==> src/design/ddr_dll_cfg.svh <==
// Purpose: Offsets, field positions, reset values and cycle counts
// Assumes: Counts are in device clock cycles (nCK)
// Notes:   Included by both ends, the properties and the bench
`ifndef DDR_DLL_CFG_SVH
`define DDR_DLL_CFG_SVH
// Mode register selects on the bank address
`define MR0 3'h0
`define MR1 3'h1
`define MR2 3'h2
`define MR4 3'h4
`define MR5 3'h5
// Mode register field positions and values
`define DLL_EN_BIT  1'b1
`define DLL_EN_POS  0
`define DLL_RST_POS 8
`define SRA_POS     9
`define CRC_POS     12
`define BL8_FIXED   2'h0
`define CL_DLL_OFF  5'h0a
`define CWL_DLL_OFF 5'h09
`define CL_BASE     5'h09
`define CWL_BASE    5'h09
`define CL_CODE_10  4'h1
`define CWL_CODE_9  3'h0
// Wait counts in nCK
`define MOD_NCK      16'h0018
`define MRD_NCK      16'h0008
`define RFC_NCK      16'h0040
`define XS_NCK       16'h0050
`define XS_FAST_NCK  16'h0030
`define XS_ABORT_NCK 16'h0030
`define CKSRE_NCK    16'h000a
`define CKSRX_NCK    16'h000a
`define DLLK_NCK     16'h0400
`define SR_PERIOD    8'h40
`define SR_BUSY      8'h10
// Software register byte addresses
`define REG_CTRL 8'h00
`define REG_STAT 8'h04
`define REG_UCMD 8'h08
// Control register bits
`define C_GO_OFF 0
`define C_GO_ON  1
`define C_ODT_EN 2
`define C_SRA_EN 3
`define C_FAST   4
`endif

==> src/design/ddr_dll_pkg.sv <==
// Purpose: Shared types for the DLL switch ends
// Assumes: Constants live in ddr_dll_cfg.svh
// Notes:   Command codes are internal, not pin encodings
package ddr_dll_pkg;
  typedef enum logic [2:0] {
    CMD_DES  = 3'h0,
    CMD_MRS  = 3'h1,
    CMD_SRE  = 3'h2,
    CMD_SRX  = 3'h3,
    CMD_REF  = 3'h4,
    CMD_ZQCL = 3'h5,
    CMD_RD   = 3'h6,
    CMD_WR   = 3'h7
  } cmd_t;
  typedef enum logic [3:0] {
    S_IDLE    = 4'h0,
    S_REF     = 4'h1,
    S_MR4     = 4'h2,
    S_MR1_OFF = 4'h3,
    S_SRE     = 4'h4,
    S_FREQ    = 4'h5,
    S_SRX     = 4'h6,
    S_MR0_CL  = 4'h7,
    S_MR2_CWL = 4'h8,
    S_MR1_ON  = 4'h9,
    S_MR0_RST = 4'ha,
    S_USER    = 4'hb
  } step_t;
endpackage

==> src/design/ddr_dll_if.sv <==
// Purpose: Command link between controller and memory device
// Assumes: One clock; device samples on rising edge
// Notes:   No clocking block
`timescale 1ns/10ps
`default_nettype none
interface ddr_dll_if
  import ddr_dll_pkg::*;
  (input wire logic clk);
  cmd_t        cmd;
  logic [2:0]  ba;
  logic [13:0] addr;
  logic        cke;
  logic        odt;
  modport ctrl (input clk, output cmd, ba, addr, cke, odt);
  modport dev  (input clk, cmd, ba, addr, cke, odt);
endinterface
`default_nettype wire

==> src/design/wait_timer.sv <==
// Purpose: Down counter for command spacing
// Assumes: load_i wins over counting
// Notes:   done_o high once count_i edges have passed
`timescale 1ns/10ps
`default_nettype none
module wait_timer #(
  parameter int W = 16
) (
  input  wire logic         clk_i,   // Clock
  input  wire logic         rst_i,   // Sync reset
  input  wire logic         load_i,  // Start a wait
  input  wire logic [W-1:0] count_i, // Wait length
  output logic              done_o   // Wait over
);
  logic [W-1:0] cnt;

  always_ff @(posedge clk_i)
  begin
    if (rst_i)
      cnt <= '0;
    else if (load_i)
      cnt <= count_i;
    else if (cnt != '0)
      cnt <= cnt - 1'b1;
  end

  assign done_o = (cnt == '0);
endmodule
`default_nettype wire

==> src/design/ddr_dll_ctrl.sv <==
// Purpose: Controller end sequencing DLL on/off switches
// Assumes: Clock source obeys freq_req_o/clk_stable_i
// Notes:   One command step at a time, waits counted in nCK
`timescale 1ns/10ps
`default_nettype none
`include "ddr_dll_cfg.svh"
module ddr_dll_ctrl
  import ddr_dll_pkg::*;
#(
  parameter logic [15:0] MOD_NCK      = `MOD_NCK,
  parameter logic [15:0] MRD_NCK      = `MRD_NCK,
  parameter logic [15:0] RFC_NCK      = `RFC_NCK,
  parameter logic [15:0] XS_NCK       = `XS_NCK,
  parameter logic [15:0] XS_FAST_NCK  = `XS_FAST_NCK,
  parameter logic [15:0] XS_ABORT_NCK = `XS_ABORT_NCK,
  parameter logic [15:0] CKSRE_NCK    = `CKSRE_NCK,
  parameter logic [15:0] CKSRX_NCK    = `CKSRX_NCK,
  parameter logic [15:0] DLLK_NCK     = `DLLK_NCK
) (
  input  wire logic        clk_i,        // Clock
  input  wire logic        rst_i,        // Sync reset
  input  wire logic [7:0]  addr_i,       // Register address
  input  wire logic [31:0] wdata_i,      // Write data
  input  wire logic        wr_i,         // Write strobe
  input  wire logic        rd_i,         // Read strobe
  output logic      [31:0] rdata_o,      // Read data
  output logic             freq_req_o,   // Clock may change
  input  wire logic        clk_stable_i, // New clock stable
  ddr_dll_if.ctrl          mem           // Memory link
);
  step_t       step;
  logic        waiting;
  logic        dir_on;
  logic        need_ref;
  logic        err;
  logic        dll_on;
  logic        odt_en;
  logic        sra_en;
  logic        fast_en;
  logic        pend;
  cmd_t        u_cmd;
  logic [2:0]  u_ba;
  logic [13:0] u_addr;
  cmd_t        s_cmd;
  logic [2:0]  s_ba;
  logic [13:0] s_addr;
  logic [15:0] s_wait;
  step_t       s_next;
  logic        issue;
  logic        t_load;
  logic        t_done;
  logic        go_off;
  logic        go_on;
  logic        u_wr;
  logic        u_bad;
  localparam logic [3:0] CL_CODE = `CL_CODE_10;

  assign go_off = wr_i && addr_i == `REG_CTRL && wdata_i[`C_GO_OFF];
  assign go_on  = wr_i && addr_i == `REG_CTRL && wdata_i[`C_GO_ON];
  assign u_wr   = wr_i && addr_i == `REG_UCMD;
  assign issue  = !waiting && step != S_IDLE && step != S_FREQ;
  assign t_load = issue || (step == S_FREQ && !waiting && freq_req_o && clk_stable_i);

  // Refuse parity while DLL off, self refresh before a refresh, any while busy
  always_comb
  begin
    u_bad = 1'b0;
    if (step != S_IDLE || pend)
      u_bad = 1'b1;
    if (wdata_i[19:17] == CMD_MRS && wdata_i[16:14] == `MR5 && |wdata_i[2:0] && !dll_on)
      u_bad = 1'b1;
    if (wdata_i[19:17] == CMD_SRE && need_ref)
      u_bad = 1'b1;
  end

  // Command, address, wait and successor of each step
  always_comb
  begin
    s_cmd  = CMD_MRS;
    s_ba   = `MR0;
    s_addr = '0;
    s_wait = MOD_NCK;
    s_next = S_IDLE;
    unique case (step)
      S_IDLE:
      begin
        s_cmd = CMD_DES;
      end
      S_REF:
      begin
        s_cmd  = CMD_REF;
        s_wait = RFC_NCK;
        s_next = S_MR4;
      end
      S_MR4:
      begin
        s_ba   = `MR4;
        s_addr[`SRA_POS] = sra_en;
        s_next = dir_on ? S_SRE : S_MR1_OFF;
      end
      S_MR1_OFF:
      begin
        s_ba   = `MR1;
        s_addr[`DLL_EN_POS] = 1'b0;
        s_next = S_SRE;
      end
      S_SRE:
      begin
        s_cmd  = CMD_SRE;
        s_wait = CKSRE_NCK;
        s_next = S_FREQ;
      end
      S_FREQ:
      begin
        s_cmd  = CMD_DES;
        s_wait = CKSRX_NCK;
        s_next = S_SRX;
      end
      S_SRX:
      begin
        s_cmd  = CMD_SRX;
        if (sra_en)
          s_wait = XS_ABORT_NCK;
        else if (!dir_on && fast_en)
          s_wait = XS_FAST_NCK;
        else
          s_wait = XS_NCK;
        s_next = dir_on ? S_MR1_ON : S_MR0_CL;
      end
      S_MR0_CL:
      begin
        s_addr[2] = CL_CODE[0];
        s_addr[6:4] = CL_CODE[3:1];
        s_addr[1:0] = `BL8_FIXED;
        s_wait = MRD_NCK;
        s_next = S_MR2_CWL;
      end
      S_MR2_CWL:
      begin
        s_ba   = `MR2;
        s_addr[5:3] = `CWL_CODE_9;
        s_next = S_IDLE;
      end
      S_MR1_ON:
      begin
        s_ba   = `MR1;
        s_addr[`DLL_EN_POS] = `DLL_EN_BIT;
        s_wait = MRD_NCK;
        s_next = S_MR0_RST;
      end
      S_MR0_RST:
      begin
        s_addr[`DLL_RST_POS] = 1'b1;
        s_wait = DLLK_NCK;
      end
      S_USER:
      begin
        s_cmd  = u_cmd;
        s_ba   = u_ba;
        s_addr = u_addr;
        if (u_cmd == CMD_REF)
          s_wait = RFC_NCK;
        else if (u_cmd == CMD_SRX)
          s_wait = XS_NCK;
        else if (u_cmd != CMD_MRS)
          s_wait = 16'h0001;
      end
    endcase
  end

  wait_timer #(.W(16)) u_timer (
    .clk_i   (clk_i),
    .rst_i   (rst_i),
    .load_i  (t_load),
    .count_i (s_wait),
    .done_o  (t_done)
  );

  // Step sequencer
  always_ff @(posedge clk_i)
  begin
    if (rst_i)
    begin
      step    <= S_IDLE;
      waiting <= 1'b0;
      dir_on  <= 1'b0;
    end
    else if (step == S_IDLE)
    begin
      if (go_off || go_on)
      begin
        dir_on <= go_on;
        step   <= need_ref ? S_REF : S_MR4;
      end
      else if (pend)
        step <= S_USER;
    end
    else if (t_load)
      waiting <= 1'b1;
    else if (waiting && t_done)
    begin
      waiting <= 1'b0;
      step    <= s_next;
    end
  end

  // Link outputs; deselect whenever no step issues
  always_ff @(posedge clk_i)
  begin
    if (rst_i)
    begin
      mem.cmd  <= CMD_DES;
      mem.ba   <= 3'h0;
      mem.addr <= 14'h0000;
    end
    else
    begin
      mem.cmd  <= issue ? s_cmd : CMD_DES;
      mem.ba   <= issue ? s_ba : 3'h0;
      mem.addr <= issue ? s_addr : 14'h0000;
    end
  end

  // CKE low only inside self refresh
  always_ff @(posedge clk_i)
  begin
    if (rst_i)
      mem.cke <= 1'b1;
    else if (issue && s_cmd == CMD_SRE)
      mem.cke <= 1'b0;
    else if (issue && s_cmd == CMD_SRX)
      mem.cke <= 1'b1;
  end

  // ODT held low through every step other than S_IDLE
  always_ff @(posedge clk_i)
  begin
    if (rst_i)
      mem.odt <= 1'b0;
    else
      mem.odt <= odt_en && step == S_IDLE && !go_off && !go_on && !pend;
  end

  // Clock change window between tCKSRE and the stable clock
  always_ff @(posedge clk_i)
  begin
    if (rst_i)
      freq_req_o <= 1'b0;
    else if (step == S_FREQ && !waiting && !clk_stable_i)
      freq_req_o <= 1'b1;
    else if (t_load)
      freq_req_o <= 1'b0;
  end

  // Refresh owed after any self refresh exit
  always_ff @(posedge clk_i)
  begin
    if (rst_i)
      need_ref <= 1'b0;
    else if (issue && s_cmd == CMD_SRX)
      need_ref <= 1'b1;
    else if (issue && s_cmd == CMD_REF)
      need_ref <= 1'b0;
  end

  // Tracked DLL state
  always_ff @(posedge clk_i)
  begin
    if (rst_i)
      dll_on <= 1'b1;
    else if (issue && s_cmd == CMD_MRS && s_ba == `MR1)
      dll_on <= s_addr[`DLL_EN_POS];
  end

  // Control bits and queued user command
  always_ff @(posedge clk_i)
  begin
    if (rst_i)
    begin
      odt_en  <= 1'b0;
      sra_en  <= 1'b0;
      fast_en <= 1'b0;
      pend    <= 1'b0;
      err     <= 1'b0;
      u_cmd   <= CMD_DES;
      u_ba    <= 3'h0;
      u_addr  <= 14'h0000;
    end
    else
    begin
      if (wr_i && addr_i == `REG_CTRL)
      begin
        odt_en  <= wdata_i[`C_ODT_EN];
        sra_en  <= wdata_i[`C_SRA_EN];
        fast_en <= wdata_i[`C_FAST];
      end
      if (u_wr && !u_bad)
      begin
        pend   <= 1'b1;
        u_cmd  <= cmd_t'(wdata_i[19:17]);
        u_ba   <= wdata_i[16:14];
        u_addr <= wdata_i[13:0];
      end
      else if (step == S_USER)
        pend <= 1'b0;
      if (u_wr && u_bad)
        err <= 1'b1;
      else if (rd_i && addr_i == `REG_STAT)
        err <= 1'b0;
    end
  end

  // Register read port
  always_ff @(posedge clk_i)
  begin
    if (rst_i)
      rdata_o <= 32'h0000_0000;
    else if (rd_i && addr_i == `REG_CTRL)
      rdata_o <= {27'h0, fast_en, sra_en, odt_en, 2'h0};
    else if (rd_i && addr_i == `REG_STAT)
      rdata_o <= {22'h0, step, pend, need_ref, dll_on, err, step != S_IDLE, freq_req_o};
    else
      rdata_o <= 32'h0000_0000;
  end
endmodule
`default_nettype wire

==> src/flat_wrapper.sv <==
// flat-port wrapper written by rule: the top's interface ports become plain ports
module ddr_dll_ctrl_flat import ddr_dll_pkg::*;
#(
  parameter logic [15:0] MOD_NCK      = `MOD_NCK,
  parameter logic [15:0] MRD_NCK      = `MRD_NCK,
  parameter logic [15:0] RFC_NCK      = `RFC_NCK,
  parameter logic [15:0] XS_NCK       = `XS_NCK,
  parameter logic [15:0] XS_FAST_NCK  = `XS_FAST_NCK,
  parameter logic [15:0] XS_ABORT_NCK = `XS_ABORT_NCK,
  parameter logic [15:0] CKSRE_NCK    = `CKSRE_NCK,
  parameter logic [15:0] CKSRX_NCK    = `CKSRX_NCK,
  parameter logic [15:0] DLLK_NCK     = `DLLK_NCK
)
  (clk_i, rst_i, addr_i, wdata_i, wr_i, rd_i, rdata_o, freq_req_o, clk_stable_i, clk, mem_cmd, mem_ba, mem_addr, mem_cke, mem_odt);
  ddr_dll_if mem_i (.clk(clk));
  input  wire logic clk_i;
  input  wire logic rst_i;
  input  wire logic [7:0] addr_i;
  input  wire logic [31:0] wdata_i;
  input  wire logic wr_i;
  input  wire logic rd_i;
  output logic      [31:0] rdata_o;
  output logic freq_req_o;
  input  wire logic clk_stable_i;
  input wire logic clk;
  output wire logic [$bits(mem_i.cmd)-1:0] mem_cmd;
  output wire logic [$bits(mem_i.ba)-1:0] mem_ba;
  output wire logic [$bits(mem_i.addr)-1:0] mem_addr;
  output wire logic [$bits(mem_i.cke)-1:0] mem_cke;
  output wire logic [$bits(mem_i.odt)-1:0] mem_odt;
  assign mem_cmd = mem_i.cmd;
  assign mem_ba = mem_i.ba;
  assign mem_addr = mem_i.addr;
  assign mem_cke = mem_i.cke;
  assign mem_odt = mem_i.odt;
  ddr_dll_ctrl #(.MOD_NCK(MOD_NCK), .MRD_NCK(MRD_NCK), .RFC_NCK(RFC_NCK), .XS_NCK(XS_NCK), .XS_FAST_NCK(XS_FAST_NCK), .XS_ABORT_NCK(XS_ABORT_NCK), .CKSRE_NCK(CKSRE_NCK), .CKSRX_NCK(CKSRX_NCK), .DLLK_NCK(DLLK_NCK)) u_core (.clk_i(clk_i), .rst_i(rst_i), .addr_i(addr_i), .wdata_i(wdata_i), .wr_i(wr_i), .rd_i(rd_i), .rdata_o(rdata_o), .freq_req_o(freq_req_o), .clk_stable_i(clk_stable_i), .mem(mem_i));
endmodule
==> config.mk <==
export PLATFORM = sky130hd
export DESIGN_NAME = ddr_dll_ctrl_flat
export DESIGN_NICKNAME = d
export VERILOG_FILES = /design/src/design/ddr_dll_pkg.sv /design/src/design/ddr_dll_if.sv /design/src/design/wait_timer.sv /design/src/design/ddr_dll_ctrl.sv /design/src/flat_wrapper.sv
export VERILOG_INCLUDE_DIRS = /design/src /design/src/design
export SDC_FILE = /design/constraint.sdc
export NUM_CORES = 1
export LEC_CHECK = 0
export ABC_CLOCK_PERIOD_IN_PS = 2600
export BUFFER_PORTS_ARGS = -buffer_cell sky130_fd_sc_hd__buf_4
export CAP_MARGIN = 20
export CORE_AREA = 5 5 90 92
export CTS_BUF_LIST = sky130_fd_sc_hd__clkbuf_4 sky130_fd_sc_hd__clkbuf_8
export DETAILED_ROUTE_END_ITERATION = 7
export DIE_AREA = 0 0 95 97
export GPL_TIMING_DRIVEN = 0
export PLACE_DENSITY = 0.8
export SYNTH_ARGS = -nofsm -noshare
export SYNTH_HDL_FRONTEND = slang
export SYNTH_SLANG_ARGS = --single-unit
==> constraint.sdc <==
create_clock -name clk_i -period 2.6 [get_ports clk_i]
set_input_delay 0.13 -clock clk_i [delete_from_list [all_inputs] [get_ports clk_i]]
set_output_delay 0.13 -clock clk_i [all_outputs]
set_load 0.01 [all_outputs]
==> run metrics, run 1 <==
core area 7140 µm²; Setup violations, final 0; Post-synth EDFFs 0; Sequential Power Share between 30 and 40%; drt total wl roughly 9.3 mm; IO Pins just over 100; Post-Place Setup Slack ~280 ps; CTS tree done; routed len/inst 14.7 µm; cell row count 31; Max Cap Viol 0; hold_buf cts 10; Slew Limit Fails 0; worst min path class input pin to register; Final Hold Vio Count 0; XOR/XNOR share of the synthesized area between 2 and 2.5%; crit-path cells inv_1 -> ha_1 -> or4b_1 -> nor2_1 -> a31o_2 -> and2_1 -> mux2i_1; cell area after synthesis approximately 3700 µm²; cell taking the most area after synthesis dfxtp_1; area share of and/or/nand/nor cells after synthesis approximately a quarter; CP bufs+invs 1; number of global-route vias before repair 3,148; # H-tree levels 3; sequential area share after synthesis between 40% and 50%; reg-to-reg setup timing slack roughly 270 ps; wl on met1 3.89 mm; initial antenna violation count 0; Tot GR Track Use between 20% and 30%; Critical Path Start Type register; Setup TNS Final 0 ps; top cells by count, synth dfxtp_1 (82), nor2_1 (51), mux2i_1 (29), nand2_1 (26); WL met2 4.50 mm; Slew @ Worst Pin ~780 ps; Worst EP arrival between 2000 and 3000 ps; Synth Register Bits around 80; clock tree buffer depth 2; Post-layout nets ~580; worst skew pair latency 380 ps; initial DRC count around 190; Layout area overhead 26.5%; Crit-path slowest cell nor2_1; Die Footprint 9220 µm²; DR WL met3 between 700 and 800 µm; Yosys warning count 0; CTS Root Cell clkbuf_8; CP max FO 9; Top delay family on crit path simple AND/OR/NAND/NOR gates; HPWL Detailed slightly below 7 mm; CTS Sinks between 80 and 90; CP Capture Type register; ys async rst share 0%; Num CTS Buffers 9; largest family of logic cells by synthesized area simple AND/OR/NAND/NOR gates; count leader, synth dfxtp_1; DRC Markers 0; Via density 5.34; crit path to u_core.step[1]; clock slew at reported path FFs around 100 ps; I/O Buffers between 60 and 70; post-synthesis compound-gate area fraction between 10 and 15%; Worst Skew around 13 ps; status complete, no violations; Post-CTS Setup Inserts 0; Starting Density 52.3%; share of layout cells above drive strength 1 approximately 22%; static leakage between 2 and 2.5 nW; Vias 3,383; die span in x 95 µm; DRT Pass-1 Iters 5; cells after synthesis 423; total chip power around 4.1 mW; Crit Reg-Reg Endpoint u_core.step[1]; worst r2r src u_core.u_timer.cnt[0]; FF-to-FF path depth 7; clock power share 22.9%; critical path launch point u_core.u_timer.cnt[0]; P_sw ~1.6 mW; Final Critical Period ~2300 ps; Power Internal approximately 2.5 mW; combinational group share of total power between 40% and 50%; f_max around 0.43 GHz; # fillers between 600 and 700; first-pass GRT wire length 15.1 mm; top post-synthesis cells by area dfxtp_1 (44%), mux2i_1 (7.8%), nor2_1 (5.1%); Syn Area/Cell around 9 µm²; max_slew headroom 47.6%; Net Sw Frac between 30% and 40%; slack of the critical path about 270 ps; CTS resizes 0; prevailing post-synth register cell dfxtp_1; post-synthesis mux area share roughly 7.8%; CP Class register to register; WP data required slightly below 3000 ps; area share of the largest cell type after synthesis between 40 and 50%; fin crit share 89.6%; crit-path max cell delay ~520 ps; DR top layer met4; RSZ-0062 raised after global routing no; gr ovfl total 0; pwr dens 862 nW/µm²; Max IR drop VDD approximately 0.00043 V; cell count along the critical path 7; Detail Route Antenna Nets 0; Yosys cell types between 50 and 60; Synth Area in Adders 0.670%; GP Congestion approximately 0.94; pin count of the biggest net entering global routing 19; n_diodes 0; Die Height a little under 100 µm
stage by stage:
stage | hold slack [ps] | std cells | util (%) | area [µm²]
after detailed placement | 370 | 607 | 61.9 | 4420
after global placement | 362 | 607 | 61.9 | 4420
after floorplan | 274 | 444 | - | 3810
after global routing | 3.61 | 634 | 66.2 | 4720
final | 0.0386 | 634 | 66.2 | 4720
after CTS | 2.41 | 633 | 66.1 | 4720
area by class of cell:
type	instances	area, µm²	share of cell area [%]
multi-input cells	304	1860	39.3
clock inverters	7	76.3	1.62
flip-flops and latches	82	1640	34.8
inverters	13	48.8	1.03
well taps	99	124	2.62
clock buffers	9	124	2.62
repair buffers	75	586	12.4
plain buffers	45	267	5.64
worst min path at each step:
stage                           start           endpoint  slack, ps  depth (start not counted)
after CTS                  wdata_i[6]   u_core.u_addr[6]          2                          3
after global routing       wdata_i[3]      u_core.sra_en          4                          3
after floorplan            wdata_i[4]     u_core.fast_en        270                          2
final                      wdata_i[6]   u_core.u_addr[6]       0.04                          3
after detailed placement  wdata_i[12]  u_core.u_addr[12]        370                          3
after global placement    wdata_i[13]  u_core.u_addr[13]        360                          3
power groups by stage:
| stage | combinational, mW | sequential, mW | clock, mW |
|---|---|---|---|
| final | 1.63 | 1.51 | 0.932 |
| after floorplan | 1.23 | 1.52 | 0 |
| after CTS | 1.61 | 1.51 | 0.942 |
| after global placement | 1.56 | 1.53 | 0 |
| after detailed placement | 1.59 | 1.54 | 0 |
| after global routing | 1.79 | 1.53 | 1.01 |
cells by family after synthesis:
group / Yosys count
adder cells (fa/ha/maj): 2
XOR/XNOR: 9
buffers and inverters: 58
flip-flops: 82
multiplexers: 29
AND/OR/NAND/NOR: 179
AO/OA/AOI/OAI: 63
other: 1
worst reg2reg max path: cells and delay by family, from the launching register on:
kind	cells	cell delay [ps]
fa+ha+maj	1	130
compound gates	1	270
flops	1	380
buf+inv	1	110
simple gates	3	1190
mux	1	180
cells in the final DEF (no fill, tap or decap), drive strengths merged, types with 3 or more instances in the layout:
cell type / n
a211oi: 3
a21oi: 22
a31oi: 4
and2: 16
buf: 93
clkbuf: 26
conb: 22
dfxtp: 82
dlygate4sd3: 10
inv: 18
mux2i: 29
nand2: 26
nand2b: 7
nand3: 11
nand4: 3
nand4b: 3
nor2: 51
nor2b: 6
nor3: 16
nor3b: 6
nor4: 8
nor4b: 3
o21ai: 11
o31ai: 4
or3: 6
or4: 8
xnor2: 8
state kept, by name (all words and copies together), names as in the netlist, 3 cells and up:
register	cells
u_core.u_ba	3
u_core.mem.cmd	3
u_core.u_timer.cnt	16
u_core.rdata_o	10
u_core.mem.addr	14
u_core.u_addr	14
u_core.u_cmd	3
u_core.mem.ba	3
u_core.step	4
layer usage:
layer | global-route usage, % | vias up
li1 | - | 1660
met1 | 25.8 | 1560
met2 | 33.8 | 143
met3 | 5.90 | 20
met4 | 7.33 | 0
met5 | 0 | -
Power figures use the tool's default switching activity.
==> run 2: changes to the inputs <==
CORE_AREA = 5 5 74 110   (was 5 5 90 92)
DIE_AREA = 0 0 79 115   (was 0 0 95 97)
PLACE_DENSITY = 0.81   (was 0.8)
RECOVER_POWER = 50   (was not set)
==> run metrics, run 2 (synthesis results as in run 1) <==
fin crit share 92.1% (+2.5 points); Crit-path slowest cell nor2_1; cell row count 38 (+23%); Num CTS Buffers 9 (unchanged); Post-layout nets 575 (-0.52%); Critical Path Start Type register; Slew @ Worst Pin 1030 ps (+250 ps); first-pass GRT wire length 16.1 mm (+6.7%); worst skew pair latency 370 ps (about the same); status complete, no violations; max reg flops 16 (unchanged); Max IR drop VDD 0.000504 V (+16%); Finished Cell Area 4560 µm² (-3.5%); static leakage 1.97 nW (-7.4%); Max Cap Viol 0 (unchanged); crit-path max cell delay 530 ps (about the same); # H-tree levels 3 (unchanged); Post-CTS Setup Inserts 0 (unchanged); Layout area overhead 22.1%; Largest Register u_core.u_timer.cnt; clock slew at reported path FFs 90 ps (about the same); max_slew headroom 30.7% (-17 points); CP Class register to register; total chip power 4.14 mW (+1.7%); worst min path class input pin to register; CP bufs+invs 1 (unchanged); I/O Buffers 64 (unchanged); f_max 0.418 GHz (-2.7%); Top delay family on crit path simple AND/OR/NAND/NOR gates; initial DRC count 223 (+20%); CP Capture Type register; CP max FO 9 (unchanged); Final Critical Period 2400 ps (+64.4 ps); final hold slack 10.4 ps (+10.3 ps); Vias 3,427 (+1.3%); fin cells 612 (-3.5%); DRC Markers 0 (unchanged); gr ovfl total 0 (unchanged); die span in x 79 µm (-17%); Setup TNS Final 0 ps (unchanged); Starting Density 52.7% (+0.39 points); post-placement cell count 588 (-3.1%); share of layout cells above drive strength 1 15.4% (-6.5 points); placed cell area 4390 µm² (-0.54%); GP Congestion 0.904 (-3.5%); DRT Pass-1 Iters 5 (unchanged); crit-path cells inv_1 -> ha_1 -> or4b_1 -> nor2_1 -> a31o_2 -> and2_1 -> mux2i_1; IO Pins 101 (unchanged); Via density 5.60 (+4.9%); Slew Limit Fails 0 (unchanged); HPWL Detailed 7.29 mm (+6.7%); pin count of the biggest net entering global routing 16 (-3); Die Height 115 µm (+19%); CTS Root Cell clkbuf_8; core area 7080 µm² (-0.74%); number of global-route vias before repair 3,479 (+11%); Setup violations, final 0 (unchanged); Worst Skew 10.5 ps (-2.08 ps); RSZ-0062 raised after global routing no; Detail Route Antenna Nets 0 (unchanged); Worst EP arrival 2690 ps (+60 ps); pwr dens 908 nW/µm² (+5.4%); commonest non-fill, non-tap cells in the layout dfxtp_1 (82), buf_4 (52), clkbuf_1 (50), nor2_1 (50), mux2i_1 (29); drt total wl 9.87 mm (+6.1%); initial antenna violation count 0 (unchanged); WP data required 2890 ps (about the same); Die Footprint 9090 µm² (-1.4%); Final Hold Vio Count 0 (unchanged); most common cell after layout, fill and taps aside dfxtp_1; Top Registers u_core.u_timer.cnt x16, u_core.mem.addr x14, u_core.u_addr x14; Tot GR Track Use 22.5% (+1.8 points); CTS Sinks 82 (unchanged); n_diodes 0 (unchanged); routed len/inst 16.1 µm (+9.9%); clock tree buffer depth 2 (unchanged); CTS tree done
-- run 2: cell count changes in the layout (fill, tap and decap cells not counted), moves of 2 or more --
cell           change
inv_8              -3
clkbuf_1          +34
and2_1             -3
buf_4             -34
and2_0             +3
dlygate4sd3_1      -2
-- run 2: path summary, 6_finish.rpt --
check                                           start             endpoint  slack, ps  cells after the start
worst max-delay path            u_core.u_timer.cnt[0]       u_core.step[1]        200                      7
worst min-delay path                       wdata_i[4]       u_core.fast_en         10                      3
worst max register to register  u_core.u_timer.cnt[0]       u_core.step[1]        200                      7
worst min register to register      u_core.u_addr[13]  u_core.mem.addr[13]        460                      1
-- run 2: layer usage --
metal | track usage (%) | part of all wire (%)
met5 | 0 | 0
met4 | 12.5 | 4.7
met3 | 5.49 | 5.3
met2 | 41.2 | 54
met1 | 23.1 | 36
-- run 2: report_power, final --
group / leakage, nW / switching (mW) / internal (mW) / total, mW
clock: 0.103 / 0.494 / 0.480 / 0.974
sequential: 0.664 / 0.122 / 1.40 / 1.52
combinational: 1.20 / 0.993 / 0.654 / 1.65
total: 1.97 / 1.61 / 2.53 / 4.14
-- run 2: layout make-up --
cell class                 count  area, µm²
clock buffer                  10        138
clock inverter                 6       72.6
timing repair buffer          72        437
sequential                    82       1640
tap                           80        100
fill                         615       2530
multi-input combinational    304       1850
buffer                        45        265
inverter                      13       48.8
-- run 2: worst min-delay path: stages --
cell,delay (ps)
buf_4,90
mux2i_1,50
nor2_1,80
-- run 2: what timing repair did --
| action | in CTS | in global routing |
|---|---|---|
| hold buffers | 8 | 0 |
| setup endpoints to repair | 0 | 4 |
| resized for setup | 0 | 1 |
| endpoints found under the hold margin | 8 | 0 |
-- run 2: stage by stage --
stage / utilization, % / worst slack [ps]
2_1_floorplan: - / 474
3_3_place_gp: 62.0 / 283
3_5_place_dp: 62.0 / 182
4_1_cts: 66.1 / 189
5_1_grt: 64.3 / 26.4
6_report: 64.3 / 205
==> run 3: changes to the inputs <==
CORE_AREA = 5 5 75 112   (was 5 5 74 110)
DIE_AREA = 0 0 80 117   (was 0 0 79 115)
SYNTH_HIERARCHICAL = 1   (was not set)
==> run metrics, run 3 <==
prevailing post-synth register cell dfxtp_1; Post-Place Setup Slack -210 ps (-392 ps); worst skew pair latency 370 ps (about the same); Post-layout nets 622 (+8.2%); IO Pins 101 (unchanged); CTS Root Cell clkbuf_8; HPWL Detailed 7.69 mm (+5.6%); CP max FO 5 (-4); reg-to-reg setup timing slack 20 ps (-180 ps); cells after synthesis 451 (+6.6%); pin count of the biggest net entering global routing 16 (unchanged); Slew Limit Fails 0 (unchanged); fin crit share 99.2% (+7.1 points); die span in x 80 µm (+1.3%); clock slew at reported path FFs 90 ps (about the same); GP Congestion 0.913 (+1.0%); Detail Route Antenna Nets 0 (unchanged); static leakage 2.08 nW (+5.4%); Max Cap Viol 0 (unchanged); f_max 0.388 GHz (-7.1%); ys async rst share 0% (unchanged); Yosys warning count 6 (+6); Max IR drop VDD 0.000750 V (+49%); cell row count 39 (+2.6%); Top Registers u_core/u_timer/cnt x16, u_core/mem.addr x14, u_core/u_addr x14; Final Hold Vio Count 0 (unchanged); # fillers 670 (+8.9%); placed cell area 4660 µm² (+6.1%); Post-synth EDFFs 0 (unchanged); number of global-route vias before repair 3,613 (+3.9%); max reg flops 16 (unchanged); area share of the largest cell type after synthesis 41.9% (-2.1 points); pwr dens 673 nW/µm² (-26%); max_slew headroom 30.3% (-0.50 points); Setup TNS Final 0 ps (unchanged); initial DRC count 149 (-33%); Finished Cell Area 4930 µm² (+8.1%); CTS Sinks 82 (unchanged); n_diodes 0 (unchanged); initial antenna violation count 0 (unchanged); register area 1640 µm² (+0.15%); CTS tree done; Worst EP arrival 2840 ps (+150 ps); cell area after synthesis 3920 µm² (+4.9%); worst min path class input pin to register; Critical Path Start Type register; Starting Density 52.8% (+0.11 points); area taken by multi-input logic gates 2120 µm² (+14%); first-pass GRT wire length 16.7 mm (+3.9%); share of layout cells above drive strength 1 18.8% (+3.4 points); routed len/inst 15.6 µm (-3.4%); Tot GR Track Use 23.0% (+0.47 points); WP data required 2860 ps (-30 ps); # H-tree levels 3 (unchanged); Largest Register u_core/u_timer/cnt; sequential area share after synthesis 41.9% (-2.1 points); drt total wl 10.6 mm (+7.7%); Die Height 117 µm (+1.7%); Final Critical Period 2580 ps (+184 ps); top post-synthesis cells by area dfxtp_1 (42%), mux2i_1 (6.6%), nor2_1 (5.3%); Worst Skew 8.48 ps (-1.99 ps); cell taking the most area after synthesis dfxtp_1; Layout area overhead 25.8%; I/O Buffers 64 (unchanged); Vias 3,714 (+8.4%); Num CTS Buffers 9 (unchanged); slack of the critical path 20.4 ps (-184 ps); Via density 5.45 (-2.7%); CP Class register to register; CP Capture Type register; Setup violations, final 0 (unchanged); DRC Markers 0 (unchanged); commonest non-fill, non-tap cells in the layout dfxtp_1 (80), buf_4 (57), nor2_1 (54), clkbuf_1 (48), nand2_1 (39); Syn Area/Cell 8.69 µm² (-1.6%); final hold slack 6.09 ps (-4.29 ps); Synth Register Bits 82 (unchanged); clock tree buffer depth 2 (unchanged); top cells by count, synth dfxtp_1 (82), nor2_1 (55), nand2_1 (40), mux2i_1 (26); Slew @ Worst Pin 1040 ps (+7.39 ps); status complete, no violations; Die Footprint 9360 µm² (+3.0%); total chip power 3.31 mW (-20%); count leader, synth dfxtp_1; gr ovfl total 0 (unchanged); core area 7420 µm² (+4.7%); most common cell after layout, fill and taps aside dfxtp_1; DRT Pass-1 Iters 5 (unchanged); Yosys cell types 69 (+28%)
==> run 3: cell count changes in the layout (fill, tap and decap cells not counted), sizes merged, moves of 5 or more <==
cell / change
and2: -13
o21ai: +14
nand3: +5
nor2: +5
buf: +6
conb: +14
and3: +14
nand2: +14
==> run 3: worst max-delay path, stage by stage (launching register included) <==
cell     delay [ps]
dfxtp_2         340
inv_2            70
ha_4            140
or3b_4          400
or4_4           580
nor2_4          150
nand2_2          90
mux2_4          310
o21ai_4          70
o21ai_1         100
a32o_1          220
==> run 3: timing repair <==
item,in CTS,in global routing
cloned,0,0
endpoints found under the setup margin,6,18
setup buffers,0,5
gates resized for setup,6,13
hold endpoints to repair,8,1
pin swaps,1,4
hold buffers,8,1
==> run 3: power by group <==
part,internal (mW),switching [mW]
sequential,1.33,0.0789
clock,0.548,0.490
combinational,0.439,0.431
total,2.31,1.00
==> run 3: per-layer routing <==
metal  vias up  global-route usage [%]  wire (µm)
met5         -                       0          0
met4         0                    13.3        527
met3        42                    6.97        573
met2       153                    42.2       5810
met1      1727                    22.4       3720
li1       1792                       -          -
==> run 3: per-stage QoR <==
step,util (%),std cells
6_report,66.4,682
5_1_grt,66.4,682
4_1_cts,67.1,676
3_5_place_dp,62.8,652
3_3_place_gp,62.8,652
2_1_floorplan,-,486
==> run 3: cells by family after synthesis <==
kind of cell,Yosys count,share of synthesized area (%)
and+or+nand+nor,194,27.1
muxes,27,6.93
xor gates and xnor gates,9,2.01
buffers and inverters,56,8.34
AOI/OAI and AO/OA,80,13.0
other,1,0.0957
adders and majority gates,2,0.575
DFF,82,41.9
==> run 3: cell type report <==
type	count	share of cell area, %
Buffer	46	5.89
Clock buffer	9	2.51
Clock inverter	7	2.06
Inverter	10	0.762
Multi-Input combinational cell	348	43.0
Sequential cell	82	33.4
Tap cell	102	2.59
Timing Repair Buffer	78	9.83
==> run 3: path summary, 6_finish.rpt <==
kind                         start                  to  depth (start not counted)
max          u_core/u_timer/cnt[1]      u_core/step[2]                         10
min                     wdata_i[3]    u_core/u_addr[3]                          3
max reg2reg  u_core/u_timer/cnt[1]      u_core/step[2]                         10
min reg2reg       u_core/u_addr[4]  u_core/mem.addr[4]                          1
